===== config.mk =====
export PLATFORM = sky130hd
export DESIGN_NAME = zx_monitor
export DESIGN_NICKNAME = d
export VERILOG_FILES = /design/src/shared/zxmon_pkg.sv /design/src/shared/zx_if.sv /design/src/zx_detector.sv /design/src/zx_monitor.sv
export SDC_FILE = /design/constraint.sdc
export NUM_CORES = 2
export LEC_CHECK = 0
export ABC_AREA = 1
export BUFFER_PORTS_ARGS = -buffer_cell sky130_fd_sc_hd__buf_2
export CAP_MARGIN = 20
export CORE_MARGIN = 2
export CORE_UTILIZATION = 45
export CTS_CLUSTER_SIZE = 14
export DETAILED_ROUTE_END_ITERATION = 7
export HOLD_SLACK_MARGIN = 0.15
export SYNTH_ARGS = -nofsm -noshare
export SYNTH_HDL_FRONTEND = slang
export SYNTH_SLANG_ARGS = --single-unit
export TNS_END_PERCENT = 30

===== constraint.sdc =====
create_clock -name clk_sys -period 3.5 [get_ports clk_sys]
set_input_delay 0.875 -clock clk_sys [delete_from_list [all_inputs] [get_ports clk_sys]]
set_output_delay 0.875 -clock clk_sys [all_outputs]
set_load 0.05 [all_outputs]

===== src/shared/zxmon_pkg.sv =====
// constants, register indices and types shared by the crossing monitor
package zxmon_pkg;
  // timing: periods in picoseconds, counts derived from the system clock
  localparam int CLK_PERIOD_PS = 20000;
  localparam int LPF_TICK_PS = 3906250;
  localparam int TO_TICK_PS = 62500000;
  localparam int LPF_TICK_CYCLES = LPF_TICK_PS / CLK_PERIOD_PS;
  localparam int TO_TICK_CYCLES = TO_TICK_PS / CLK_PERIOD_PS;
  localparam int LPF_DIV_W = 8;
  localparam int TO_DIV_W = 12;

  // datapath widths
  localparam int SAMPLE_W = 24;
  localparam int WORD_W = 32;
  localparam int SIGN_PAD_W = WORD_W - SAMPLE_W;
  localparam int RELOAD_W = 16;
  localparam int NUM_PHASE = 3;
  localparam int NUM_DET = 6;
  localparam int FLAG_W = 2 * NUM_DET;
  localparam int LPF_SHIFT = 9;
  localparam int ACC_W = SAMPLE_W + LPF_SHIFT;
  localparam logic signed [SAMPLE_W-1:0] VOLT_MIN_AMPL = 24'sh090BBA;

  // reset values
  localparam logic [RELOAD_W-1:0] RELOAD_RESET = 16'hFFFF;

  // register indices on the serial port
  localparam int ADDR_W = 7;
  localparam logic [ADDR_W-1:0] IDX_VA = 7'h00;
  localparam logic [ADDR_W-1:0] IDX_VB = 7'h01;
  localparam logic [ADDR_W-1:0] IDX_VC = 7'h02;
  localparam logic [ADDR_W-1:0] IDX_FIRST_STATUS_REGISTER = 7'h03;
  localparam logic [ADDR_W-1:0] IDX_FIRST_MASK_REGISTER = 7'h04;
  localparam logic [ADDR_W-1:0] IDX_SECOND_STATUS_REGISTER = 7'h05;
  localparam logic [ADDR_W-1:0] IDX_SECOND_MASK_REGISTER = 7'h06;
  localparam logic [ADDR_W-1:0] IDX_CONFIG = 7'h07;
  localparam logic [ADDR_W-1:0] IDX_RELOAD = 7'h08;

  // field positions
  localparam int READY_BIT = 17;
  localparam int TIMEOUT_LSB = 3;
  localparam int CROSS_LSB = 9;
  localparam int SEL_LSB = 8;
  localparam int SEL_W = 2;

  // serial frame: 8 command bits (read flag + index), then 32 data bits
  localparam int CMD_RW_BIT = 7;
  localparam int CNT_W = 6;
  localparam logic [CNT_W-1:0] CMD_LAST = 6'h07;
  localparam logic [CNT_W-1:0] DATA_LAST = 6'h1F;

  typedef enum logic [1:0] {
    ST_CMD = 2'b00,
    ST_DATA = 2'b01,
    ST_DONE = 2'b10
  } spi_state_e;
endpackage


===== src/shared/zx_if.sv =====
// link between the monitor top and one crossing detector
`timescale 1ns/10ps
interface zx_if;
  logic signed [zxmon_pkg::SAMPLE_W-1:0] sample;
  logic tick_lpf;
  logic tick_to;
  logic [zxmon_pkg::RELOAD_W-1:0] reload;
  logic zx_pulse;
  logic to_pulse;
  modport det (input sample, input tick_lpf, input tick_to, input reload,
               output zx_pulse, output to_pulse);
  modport mon (output sample, output tick_lpf, output tick_to, output reload,
               input zx_pulse, input to_pulse);
endinterface


===== src/zx_detector.sv =====
// one zero-crossing detector: low-pass filter, edge detect, timeout counter
`timescale 1ns/10ps
module zx_detector #(
  parameter bit IS_VOLTAGE = 1'b1
) (
  input wire logic clk_sys,
  input wire logic nrst,
  zx_if.det bus
);
  logic signed [zxmon_pkg::ACC_W-1:0] acc_reg, acc_next;
  logic neg_reg, neg_next;
  logic armed_reg, armed_next;
  logic [zxmon_pkg::RELOAD_W-1:0] cnt_reg, cnt_next;
  logic zx_reg, zx_next;
  logic to_reg, to_next;
  logic signed [zxmon_pkg::SAMPLE_W-1:0] filt_now, filt_new;
  logic crossing;

  // accumulator holds the filter output scaled up, so small steps are not lost
  always_comb
  begin
    filt_now = acc_reg[zxmon_pkg::ACC_W-1 -: zxmon_pkg::SAMPLE_W];
    acc_next = acc_reg;
    if (bus.tick_lpf)
    begin
      acc_next = acc_reg + zxmon_pkg::ACC_W'(bus.sample)
                 - zxmon_pkg::ACC_W'(filt_now);
    end
    filt_new = acc_next[zxmon_pkg::ACC_W-1 -: zxmon_pkg::SAMPLE_W];
    neg_next = bus.tick_lpf ? filt_new[zxmon_pkg::SAMPLE_W-1] : neg_reg;
    // rising edges only, judged on filter ticks
    crossing = bus.tick_lpf && neg_reg && !filt_new[zxmon_pkg::SAMPLE_W-1];
    // voltages must first swing below minus a tenth of full scale; currents need not
    zx_next = crossing && (armed_reg || !IS_VOLTAGE);
    armed_next = (armed_reg && !zx_next) || (bus.sample < -zxmon_pkg::VOLT_MIN_AMPL);
    cnt_next = cnt_reg;
    to_next = 1'b0;
    if (zx_next)
    begin
      cnt_next = bus.reload;
    end
    else if (bus.tick_to && (cnt_reg != 16'h0000))
    begin
      cnt_next = cnt_reg - 16'h0001;
      to_next = (cnt_reg == 16'h0001);
    end
  end

  always_ff @(posedge clk_sys or negedge nrst)
  begin
    if (!nrst)
    begin
      acc_reg <= '0;
      neg_reg <= 1'b0;
      armed_reg <= 1'b0;
      cnt_reg <= zxmon_pkg::RELOAD_RESET;
      zx_reg <= 1'b0;
      to_reg <= 1'b0;
    end
    else
    begin
      acc_reg <= acc_next;
      neg_reg <= neg_next;
      armed_reg <= armed_next;
      cnt_reg <= cnt_next;
      zx_reg <= zx_next;
      to_reg <= to_next;
    end
  end

  assign bus.zx_pulse = zx_reg;
  assign bus.to_pulse = to_reg;

  // checks on the detector itself
  reload_on_cross_a: assert property (@(posedge clk_sys) disable iff (!nrst)
    zx_reg |-> cnt_reg == $past(bus.reload))
    else $error("counter not reloaded on crossing");
  countdown_step_a: assert property (@(posedge clk_sys) disable iff (!nrst)
    (bus.tick_to && cnt_reg != 16'h0000 && !zx_next) |=> cnt_reg == $past(cnt_reg) - 16'h0001)
    else $error("counter did not step down on tick");
  timeout_hold_a: assert property (@(posedge clk_sys) disable iff (!nrst)
    to_reg |-> (cnt_reg == 16'h0000) ##1 !to_reg)
    else $error("timeout pulse repeated or counter not at zero");
  rising_edge_a: assert property (@(posedge clk_sys) disable iff (!nrst)
    zx_reg |-> $past(bus.tick_lpf) && !filt_now[zxmon_pkg::SAMPLE_W-1] && $past(neg_reg))
    else $error("crossing without negative to positive edge");
endmodule


===== src/zx_monitor.sv =====
// voltage sample capture, path routing and crossing monitor behind a serial port
// Function
// - capture each phase voltage sample as 24-bit signed at the sample rate
// - capture never stalls or disturbs the power and rms paths
// - sample-ready flag, bit 17 of first status, sets on new samples
// - first mask bit 17 lets sample-ready pull first interrupt
// - voltage samples read as 32 bits, sign copied into top byte
// - config bits 9:8 pick path A voltage: A, B, C; 11 as 00
// - config bits 11:10 pick path B voltage: B, C, A; 11 as 00
// - config bits 13:12 pick path C voltage: C, A, B; 11 as 00
// - each path pairs its own current with its selected voltage
// - six crossing detectors: three voltages, three currents, no neutral
// - rising crossings only, from always-on 80 Hz filter at 256 kHz
// - voltages under a tenth of full scale give no crossings
// - crossings set second status bits 9-11 voltages, 12-14 currents
// - masked crossing flag pulls second interrupt low as it sets
// - writing 1 clears a crossing flag and releases the line
// - each detector counts down a 16-bit reload every 62.5 us
// - each crossing reloads its detector's counter
// - timeout reload register resets to FFFF
// - counter hitting zero sets status bits 3-5 voltages, 6-8 currents
// - masked timeout flag pulls line low; write 1 clears it
`timescale 1ns/10ps
module zx_monitor (
  input wire logic clk_sys,
  input wire logic nrst,
  input wire logic sample_strobe,
  input wire logic signed [zxmon_pkg::SAMPLE_W-1:0] volt_in [zxmon_pkg::NUM_PHASE],
  input wire logic signed [zxmon_pkg::SAMPLE_W-1:0] curr_in [zxmon_pkg::NUM_PHASE],
  input wire logic spi_sclk,
  input wire logic spi_cs_n,
  input wire logic spi_mosi,
  output logic spi_miso,
  output logic spi_miso_oe,
  output logic signed [zxmon_pkg::SAMPLE_W-1:0] path_volt [zxmon_pkg::NUM_PHASE],
  output logic signed [zxmon_pkg::SAMPLE_W-1:0] path_curr [zxmon_pkg::NUM_PHASE],
  output logic first_interrupt_line_n,
  output logic second_interrupt_line_n
);
  logic sclk_s1, sclk_s2, sclk_s3, cs_n_s1, cs_n_s2, mosi_s1, mosi_s2;
  logic sclk_rise, sclk_fall;
  logic [zxmon_pkg::LPF_DIV_W-1:0] lpf_div_reg, lpf_div_next;
  logic [zxmon_pkg::TO_DIV_W-1:0] to_div_reg, to_div_next;
  logic tick_lpf_reg, tick_lpf_next, tick_to_reg, tick_to_next;
  zxmon_pkg::spi_state_e state_reg, state_next;
  logic [zxmon_pkg::CNT_W-1:0] bit_cnt_reg, bit_cnt_next;
  logic [7:0] cmd_reg, cmd_next;
  logic [zxmon_pkg::WORD_W-1:0] shift_in_reg, shift_in_next, shift_out_reg, shift_out_next;
  logic miso_reg, miso_next, miso_oe_reg, miso_oe_next, wr_reg, wr_next;
  logic [zxmon_pkg::ADDR_W-1:0] rd_addr;
  logic [zxmon_pkg::WORD_W-1:0] rd_word;
  logic signed [zxmon_pkg::SAMPLE_W-1:0] samp_reg [zxmon_pkg::NUM_PHASE];
  logic signed [zxmon_pkg::SAMPLE_W-1:0] samp_next [zxmon_pkg::NUM_PHASE];
  logic signed [zxmon_pkg::SAMPLE_W-1:0] path_v_reg [zxmon_pkg::NUM_PHASE];
  logic signed [zxmon_pkg::SAMPLE_W-1:0] path_v_next [zxmon_pkg::NUM_PHASE];
  logic signed [zxmon_pkg::SAMPLE_W-1:0] path_c_reg [zxmon_pkg::NUM_PHASE];
  logic signed [zxmon_pkg::SAMPLE_W-1:0] path_c_next [zxmon_pkg::NUM_PHASE];
  logic ready_reg, ready_next, first_mask_register_reg, first_mask_register_next;
  logic [zxmon_pkg::FLAG_W-1:0] flags_reg, flags_next, second_mask_register_reg, second_mask_register_next;
  logic [zxmon_pkg::FLAG_W-1:0] flag_clr, det_events;
  logic [zxmon_pkg::NUM_PHASE*zxmon_pkg::SEL_W-1:0] sel_reg, sel_next;
  logic [zxmon_pkg::RELOAD_W-1:0] reload_reg, reload_next;
  logic irq0_reg, irq0_next, second_interrupt_line_n_reg, second_interrupt_line_n_next;

  // write strobe aimed at one register index
  function automatic logic wr_hit(input logic [zxmon_pkg::ADDR_W-1:0] idx);
    wr_hit = wr_reg && (cmd_reg[zxmon_pkg::ADDR_W-1:0] == idx);
  endfunction

  // 24-bit sample widened for the 32-bit serial word
  function automatic logic [zxmon_pkg::WORD_W-1:0] sign_ext(
    input logic signed [zxmon_pkg::SAMPLE_W-1:0] s);
    sign_ext = {{zxmon_pkg::SIGN_PAD_W{s[zxmon_pkg::SAMPLE_W-1]}}, s};
  endfunction

  // source phase for a path: own phase, +1 or +2 around the ring; 11 acts as 00
  function automatic logic [1:0] route_index(input int base, input logic [1:0] sel);
    int idx;
    idx = base;
    if (sel == 2'h1)
      idx = (base + 1) % zxmon_pkg::NUM_PHASE;
    else if (sel == 2'h2)
      idx = (base + 2) % zxmon_pkg::NUM_PHASE;
    route_index = 2'(idx);
  endfunction

  // pins are asynchronous to clk_sys; first stage feeds only the second
  always_ff @(posedge clk_sys or negedge nrst)
  begin
    if (!nrst)
    begin
      sclk_s1 <= 1'b0;
      sclk_s2 <= 1'b0;
      sclk_s3 <= 1'b0;
      cs_n_s1 <= 1'b1;
      cs_n_s2 <= 1'b1;
      mosi_s1 <= 1'b0;
      mosi_s2 <= 1'b0;
    end
    else
    begin
      sclk_s1 <= spi_sclk;
      sclk_s2 <= sclk_s1;
      sclk_s3 <= sclk_s2;
      cs_n_s1 <= spi_cs_n;
      cs_n_s2 <= cs_n_s1;
      mosi_s1 <= spi_mosi;
      mosi_s2 <= mosi_s1;
    end
  end

  assign sclk_rise = sclk_s2 && !sclk_s3;
  assign sclk_fall = !sclk_s2 && sclk_s3;

  // 256 kHz filter tick and 16 kHz timeout tick; 256 kHz is not an exact divisor
  always_comb
  begin
    tick_lpf_next = (lpf_div_reg == zxmon_pkg::LPF_DIV_W'(zxmon_pkg::LPF_TICK_CYCLES - 1));
    lpf_div_next = tick_lpf_next ? '0 : lpf_div_reg + 8'h01;
    tick_to_next = (to_div_reg == zxmon_pkg::TO_DIV_W'(zxmon_pkg::TO_TICK_CYCLES - 1));
    to_div_next = tick_to_next ? '0 : to_div_reg + 12'h001;
  end

  always_ff @(posedge clk_sys or negedge nrst)
  begin
    if (!nrst)
    begin
      lpf_div_reg <= '0;
      to_div_reg <= '0;
      tick_lpf_reg <= 1'b0;
      tick_to_reg <= 1'b0;
    end
    else
    begin
      lpf_div_reg <= lpf_div_next;
      to_div_reg <= to_div_next;
      tick_lpf_reg <= tick_lpf_next;
      tick_to_reg <= tick_to_next;
    end
  end

  // serial slave, mode 0: sample on rising sclk, shift out on falling sclk
  assign rd_addr = {cmd_reg[zxmon_pkg::ADDR_W-2:0], mosi_s2};

  always_comb
  begin
    state_next = state_reg;
    bit_cnt_next = bit_cnt_reg;
    cmd_next = cmd_reg;
    shift_in_next = shift_in_reg;
    shift_out_next = shift_out_reg;
    miso_next = miso_reg;
    miso_oe_next = 1'b0;
    wr_next = 1'b0;
    if (cs_n_s2)
    begin
      state_next = zxmon_pkg::ST_CMD;
      bit_cnt_next = '0;
    end
    else
    begin
      miso_oe_next = (state_reg == zxmon_pkg::ST_DATA) && cmd_reg[zxmon_pkg::CMD_RW_BIT];
      if (sclk_rise)
      begin
        unique case (state_reg)
          zxmon_pkg::ST_CMD:
          begin
            cmd_next = {cmd_reg[6:0], mosi_s2};
            bit_cnt_next = bit_cnt_reg + 6'h01;
            if (bit_cnt_reg == zxmon_pkg::CMD_LAST)
            begin
              state_next = zxmon_pkg::ST_DATA;
              bit_cnt_next = '0;
              shift_out_next = rd_word; // snapshot: later updates cannot tear the word
            end
          end
          zxmon_pkg::ST_DATA:
          begin
            shift_in_next = {shift_in_reg[zxmon_pkg::WORD_W-2:0], mosi_s2};
            bit_cnt_next = bit_cnt_reg + 6'h01;
            if (bit_cnt_reg == zxmon_pkg::DATA_LAST)
            begin
              state_next = zxmon_pkg::ST_DONE;
              wr_next = !cmd_reg[zxmon_pkg::CMD_RW_BIT];
            end
          end
          zxmon_pkg::ST_DONE: state_next = zxmon_pkg::ST_DONE; // extra clocks ignored
          default: state_next = zxmon_pkg::ST_CMD;
        endcase
      end
      if (sclk_fall && (state_reg == zxmon_pkg::ST_DATA) && cmd_reg[zxmon_pkg::CMD_RW_BIT])
      begin
        miso_next = shift_out_reg[zxmon_pkg::WORD_W-1];
        shift_out_next = {shift_out_reg[zxmon_pkg::WORD_W-2:0], 1'b0};
      end
    end
  end

  always_ff @(posedge clk_sys or negedge nrst)
  begin
    if (!nrst)
    begin
      state_reg <= zxmon_pkg::ST_CMD;
      bit_cnt_reg <= '0;
      cmd_reg <= '0;
      shift_in_reg <= '0;
      shift_out_reg <= '0;
      miso_reg <= 1'b0;
      miso_oe_reg <= 1'b0;
      wr_reg <= 1'b0;
    end
    else
    begin
      state_reg <= state_next;
      bit_cnt_reg <= bit_cnt_next;
      cmd_reg <= cmd_next;
      shift_in_reg <= shift_in_next;
      shift_out_reg <= shift_out_next;
      miso_reg <= miso_next;
      miso_oe_reg <= miso_oe_next;
      wr_reg <= wr_next;
    end
  end

  assign spi_miso = miso_reg;
  assign spi_miso_oe = miso_oe_reg;

  // read mux; unmapped indices read zero
  always_comb
  begin
    rd_word = '0;
    case (rd_addr)
      zxmon_pkg::IDX_VA: rd_word = sign_ext(samp_reg[0]);
      zxmon_pkg::IDX_VB: rd_word = sign_ext(samp_reg[1]);
      zxmon_pkg::IDX_VC: rd_word = sign_ext(samp_reg[2]);
      zxmon_pkg::IDX_FIRST_STATUS_REGISTER: rd_word[zxmon_pkg::READY_BIT] = ready_reg;
      zxmon_pkg::IDX_FIRST_MASK_REGISTER: rd_word[zxmon_pkg::READY_BIT] = first_mask_register_reg;
      zxmon_pkg::IDX_SECOND_STATUS_REGISTER: rd_word[zxmon_pkg::TIMEOUT_LSB +: zxmon_pkg::FLAG_W] = flags_reg;
      zxmon_pkg::IDX_SECOND_MASK_REGISTER: rd_word[zxmon_pkg::TIMEOUT_LSB +: zxmon_pkg::FLAG_W] = second_mask_register_reg;
      zxmon_pkg::IDX_CONFIG: rd_word[zxmon_pkg::SEL_LSB +: 6] = sel_reg;
      zxmon_pkg::IDX_RELOAD: rd_word[zxmon_pkg::RELOAD_W-1:0] = reload_reg;
      default: rd_word = '0;
    endcase
  end

  // samples, paths, flags and masks; a set in the clearing cycle wins
  always_comb
  begin
    for (int k = 0; k < zxmon_pkg::NUM_PHASE; k++)
    begin
      samp_next[k] = sample_strobe ? volt_in[k] : samp_reg[k];
      path_v_next[k] = sample_strobe ?
        volt_in[route_index(k, sel_reg[zxmon_pkg::SEL_W*k +: zxmon_pkg::SEL_W])] :
        path_v_reg[k];
      path_c_next[k] = sample_strobe ? curr_in[k] : path_c_reg[k];
    end
    ready_next = sample_strobe ||
      (ready_reg && !(wr_hit(zxmon_pkg::IDX_FIRST_STATUS_REGISTER) && shift_in_reg[zxmon_pkg::READY_BIT]));
    first_mask_register_next = wr_hit(zxmon_pkg::IDX_FIRST_MASK_REGISTER) ? shift_in_reg[zxmon_pkg::READY_BIT] : first_mask_register_reg;
    flag_clr = wr_hit(zxmon_pkg::IDX_SECOND_STATUS_REGISTER) ?
      shift_in_reg[zxmon_pkg::TIMEOUT_LSB +: zxmon_pkg::FLAG_W] : '0;
    flags_next = (flags_reg & ~flag_clr) | det_events;
    second_mask_register_next = wr_hit(zxmon_pkg::IDX_SECOND_MASK_REGISTER) ?
      shift_in_reg[zxmon_pkg::TIMEOUT_LSB +: zxmon_pkg::FLAG_W] : second_mask_register_reg;
    sel_next = wr_hit(zxmon_pkg::IDX_CONFIG) ? shift_in_reg[zxmon_pkg::SEL_LSB +: 6] : sel_reg;
    reload_next = wr_hit(zxmon_pkg::IDX_RELOAD) ?
      shift_in_reg[zxmon_pkg::RELOAD_W-1:0] : reload_reg;
    // lines follow next state so they fall in the same cycle the flag sets
    irq0_next = !(ready_next && first_mask_register_next);
    second_interrupt_line_n_next = !(|(flags_next & second_mask_register_next));
  end

  always_ff @(posedge clk_sys or negedge nrst)
  begin
    if (!nrst)
    begin
      for (int k = 0; k < zxmon_pkg::NUM_PHASE; k++)
      begin
        samp_reg[k] <= '0;
        path_v_reg[k] <= '0;
        path_c_reg[k] <= '0;
      end
      ready_reg <= 1'b0;
      first_mask_register_reg <= 1'b0;
      flags_reg <= '0;
      second_mask_register_reg <= '0;
      sel_reg <= '0;
      reload_reg <= zxmon_pkg::RELOAD_RESET;
      irq0_reg <= 1'b1;
      second_interrupt_line_n_reg <= 1'b1;
    end
    else
    begin
      samp_reg <= samp_next;
      path_v_reg <= path_v_next;
      path_c_reg <= path_c_next;
      ready_reg <= ready_next;
      first_mask_register_reg <= first_mask_register_next;
      flags_reg <= flags_next;
      second_mask_register_reg <= second_mask_register_next;
      sel_reg <= sel_next;
      reload_reg <= reload_next;
      irq0_reg <= irq0_next;
      second_interrupt_line_n_reg <= second_interrupt_line_n_next;
    end
  end

  assign path_volt = path_v_reg;
  assign path_curr = path_c_reg;
  assign first_interrupt_line_n = irq0_reg;
  assign second_interrupt_line_n = second_interrupt_line_n_reg;

  // detectors 0-2 watch voltages A-C, 3-5 currents A-C; neutral has none
  for (genvar d = 0; d < zxmon_pkg::NUM_DET; d++)
  begin : g_det
    zx_if bus();
    assign bus.sample = (d < zxmon_pkg::NUM_PHASE) ? volt_in[d % zxmon_pkg::NUM_PHASE] :
                        curr_in[d % zxmon_pkg::NUM_PHASE];
    assign bus.tick_lpf = tick_lpf_reg;
    assign bus.tick_to = tick_to_reg;
    assign bus.reload = reload_reg;
    assign det_events[d] = bus.to_pulse;
    assign det_events[zxmon_pkg::NUM_DET + d] = bus.zx_pulse;
    zx_detector #(.IS_VOLTAGE(d < zxmon_pkg::NUM_PHASE)) u_det (
      .clk_sys(clk_sys),
      .nrst(nrst),
      .bus(bus.det)
    );
  end

  // checks on capture, routing, flags and interrupt lines
  sample_capture_a: assert property (@(posedge clk_sys) disable iff (!nrst)
    sample_strobe |=> samp_reg[0] == $past(volt_in[0]) && path_c_reg[0] == $past(curr_in[0]))
    else $error("voltage sample not captured");
  ready_set_a: assert property (@(posedge clk_sys) disable iff (!nrst)
    sample_strobe |=> ready_reg)
    else $error("sample ready flag not set");
  first_irq_a: assert property (@(posedge clk_sys) disable iff (!nrst)
    (ready_reg && first_mask_register_reg) |-> !first_interrupt_line_n)
    else $error("first interrupt line not low");
  route_a_fallback_a: assert property (@(posedge clk_sys) disable iff (!nrst)
    (sample_strobe && sel_reg[1:0] == 2'h3) |=> path_volt[0] == $past(volt_in[0]))
    else $error("path A select 11 not treated as 00");
  route_b_from_a_a: assert property (@(posedge clk_sys) disable iff (!nrst)
    (sample_strobe && sel_reg[3:2] == 2'h2) |=> path_volt[1] == $past(volt_in[0]))
    else $error("path B did not take phase A voltage");
  route_c_from_a_a: assert property (@(posedge clk_sys) disable iff (!nrst)
    (sample_strobe && sel_reg[5:4] == 2'h1) |=> path_volt[2] == $past(volt_in[0]))
    else $error("path C did not take phase A voltage");
  path_pair_a: assert property (@(posedge clk_sys) disable iff (!nrst)
    sample_strobe |=> path_curr[1] == $past(curr_in[1]))
    else $error("path current not paired with its own phase");
  crossing_flag_a: assert property (@(posedge clk_sys) disable iff (!nrst)
    det_events[zxmon_pkg::NUM_DET + 2] |=> flags_reg[zxmon_pkg::NUM_DET + 2])
    else $error("crossing flag not set");
  timeout_flag_a: assert property (@(posedge clk_sys) disable iff (!nrst)
    det_events[0] |=> flags_reg[0])
    else $error("timeout flag not set");
  flag_clear_a: assert property (@(posedge clk_sys) disable iff (!nrst)
    (wr_hit(zxmon_pkg::IDX_SECOND_STATUS_REGISTER) && shift_in_reg[zxmon_pkg::CROSS_LSB]
     && !det_events[zxmon_pkg::NUM_DET]) |=> !flags_reg[zxmon_pkg::NUM_DET])
    else $error("crossing flag not cleared by write of one");
  second_irq_a: assert property (@(posedge clk_sys) disable iff (!nrst)
    (|(flags_reg & second_mask_register_reg)) |-> !second_interrupt_line_n)
    else $error("second interrupt line high with masked flag set");
  irq_release_a: assert property (@(posedge clk_sys) disable iff (!nrst)
    !(|(flags_reg & second_mask_register_reg)) |-> second_interrupt_line_n)
    else $error("second interrupt line low with no masked flag");
endmodule


==> flow_summary.ini <==
[status]
status = completed

[sta]
rsz0062_at_grt = false
drv_slew = 0
fin_crit_sh_pct = 94.3
fin_skew_ns = 0.0393
clock.fmax_mhz = 303
min_period_ns = 3.30
hold_violations = 0
worstMarginPinSlew_ns = 1.02
setup_viol = 0
slew_headroom_pct = 32.0
tns_ns = 0

[cells_and_area]
nFillCells = 10455
area_growth_pct = 21.1
largest_reg_flops = 198
utilization_pct = 55.0
layout-drive-gt1-share_pct = 17.8
finalNetCount = 7853

[synth]
synthCells = 6470
synth_area_leaders = dfrtp_1, nand2_1, inv_1, fa_1, dfstp_2
synth-seq-cells = 679
synth_top_cell_by_area = dfrtp_1
synthTopCellsByCount = nand2_1, inv_1, dfrtp_1
syn_nets = 7038
yosysUniqueCellTypes = 62
ys_async_sr_fraction_pct = 100
synth_area_um2 = 48700
synth_seq_area_share_pct = 35.2
syn_avg_cell_area_um2 = 7.53
synth-warning-count = 0
ys.flop_type = dfrtp_1
synth_top_area_share_pct = 28.9
synth_most_common_cell = nand2_1
synth_edf_count = 0

[clock_network]
htreeDepth = 3
clock_sink_count = 679
root_buffer = clkbuf_16
cts_setup_buffers = 0
insertion_delay_ns = 0.70
numCtsBuffers = 84
cts_tree = done
cts.clk_slew.worst_paths_ns = 0.06
ctsLongestPathBuffers = 3

[floorplan]
dieArea_um2 = 111000
die_width_um = 333
core_area_um2 = 107000
fp.dieH_um = 333
fp-row-count = 120
start_util_pct = 45.4
num_io_pins = 298

[worst_setup_path]
worstPathRequired_ns = 4.10
critPathKind = in2reg
cp.arrival_ns = 3.90
worstSetupEndpointType = register
crit_fanout = 33
critPathLaunchType = input port
r2r_cells = 16

[detailed_routing]
drt_first_iter_violations = 4365
drc = 0
ant_nets = 0
routed-via-count = 46245
first_pass_iters = 6
viasPerCell = 5.28
wire_per_inst_um = 19.2
routed_wl_um = 169000

[place]
hpwl_um = 132000
place_congestion = 0.949
port_buffers = 297

[grt]
antenna_found_initial = 19
grt_pass1_wl_um = 263000
grt_max_degree = 145
grt-ovfl-total = 0
first_global_vias = 45044
track_usage_pct = 30.4

[power]
p_total_uw = 23100
leakagePower_uw = 0.0311
ir_worst_vdd_v = 0.000396
powerDensity_nw_per_um2 = 392

[job]
cap_violations = 0

[worst_hold_path]
hold_depth = 1
hp-class = in2reg
==> cells in the final DEF (no fill, tap or decap), drive strengths merged, types with 45 or more instances in the layout <==
master and instances:
nor3 61, nand4 73, a31oi 48, o21ai 592
dfrtp 563, nor2 500, clkbuf 118, buf 916
fa 192, o22ai 45, inv 1204, nand3 392
dfstp 116, ha 226, xnor2 76, xor2 90
nand2 1461, o221ai 53, a21oi 322
==> timing repair <==
| item | 4_1_cts | 5_1_grt |
|---|---|---|
| endpoints found under the hold margin | 15 | 0 |
| hold buffers | 1 | 0 |
| endpoints found under the setup margin | 0 | 0 |
| resized for setup | 0 | 0 |
==> kinds of logic after synthesis <==
logic type / count (synthesis) / synth area share (%)
simple gates: 2577 / 22.7
compound gates: 1239 / 14.4
xor+xnor: 166 / 2.98
fa+ha+maj: 418 / 13.7
flops: 679 / 35.2
buf+inv: 1391 / 11.0
==> routing by layer <==
layer	part of all wire, %	up-vias	global-route usage (%)
met5	0.082	-	0
met4	3.1	22	8.48
met3	7.8	305	6.13
met2	43	1492	46.4
met1	46	22055	43.6
li1	-	22371	-
==> worst max-delay path, cell delays in order <==
cell and delay [ns]:
buf_2 0.21, inv_1 0.11, buf_12 0.17, fa_1 0.55, inv_1 0.05, ha_1 0.32, a21oi_1 0.21, o21ai_1 0.13
nand2_1 0.07, nand2_1 0.06, a21oi_1 0.30, buf_4 0.18, nand3_2 0.09, nand4_2 0.12, buf_12 0.20, nand2_1 0.07
nand2_1 0.07, nand2_1 0.05
==> where the power goes <==
group	switching, uW	leakage (uW)	internal, uW	total, uW
Sequential	248	0.00751	8170	8410
Clock	3890	0.00138	5210	9100
Combinational	3600	0.0222	2040	5630
Total	7740	0.0311	15400	23100
==> worst paths after layout <==
path                                                      start                                     to  slack (ns)
setup / recovery                                    volt_in[71]  g_det[0].u_det.cnt_reg[2]$_DFFE_PN1P_        0.20
hold / removal                                         spi_cs_n                      cs_n_s1$_DFF_PN1_        0.29
setup reg to reg           g_det[0].u_det.acc_reg[32]$_DFF_PN0_  g_det[0].u_det.cnt_reg[2]$_DFFE_PN1P_        0.31
hold reg to reg                               sclk_s1$_DFF_PN0_                      sclk_s2$_DFF_PN0_        0.35
max in group asynchronous                                  nrst              path_volt[69]$_DFFE_PN0P_        1.75
min in group asynchronous                                  nrst            shift_in_reg[4]$_DFFE_PN0P_        0.74
==> final cells by class <==
| class | count | area, um2 | share of cell area, % |
|---|---|---|---|
| tap | 1403 | 1760 | 2.97 |
| antenna | 3 | 7.51 | 0.0127 |
| clock inverter | 36 | 445 | 0.755 |
| clock buffer | 118 | 2390 | 4.05 |
| multi-input combinational | 4400 | 26200 | 44.4 |
| timing repair buffer | 917 | 6530 | 11.1 |
| sequential | 679 | 17100 | 29.0 |
| inverter | 1203 | 4530 | 7.68 |
==> per-stage QoR <==
step	hold WS (ns)	area (um2)	setup slack, ns	cells
detailed placement	0.340	56200	-0.434	8601
CTS	0.255	59000	0.285	8756
finish	0.293	59000	0.199	8759
global placement	0.340	56200	-0.352	8601
global route	0.265	59000	0.0603	8757
floorplan	0.331	48700	0.123	6470
Note: power is estimated with default switching activity, not from simulation.
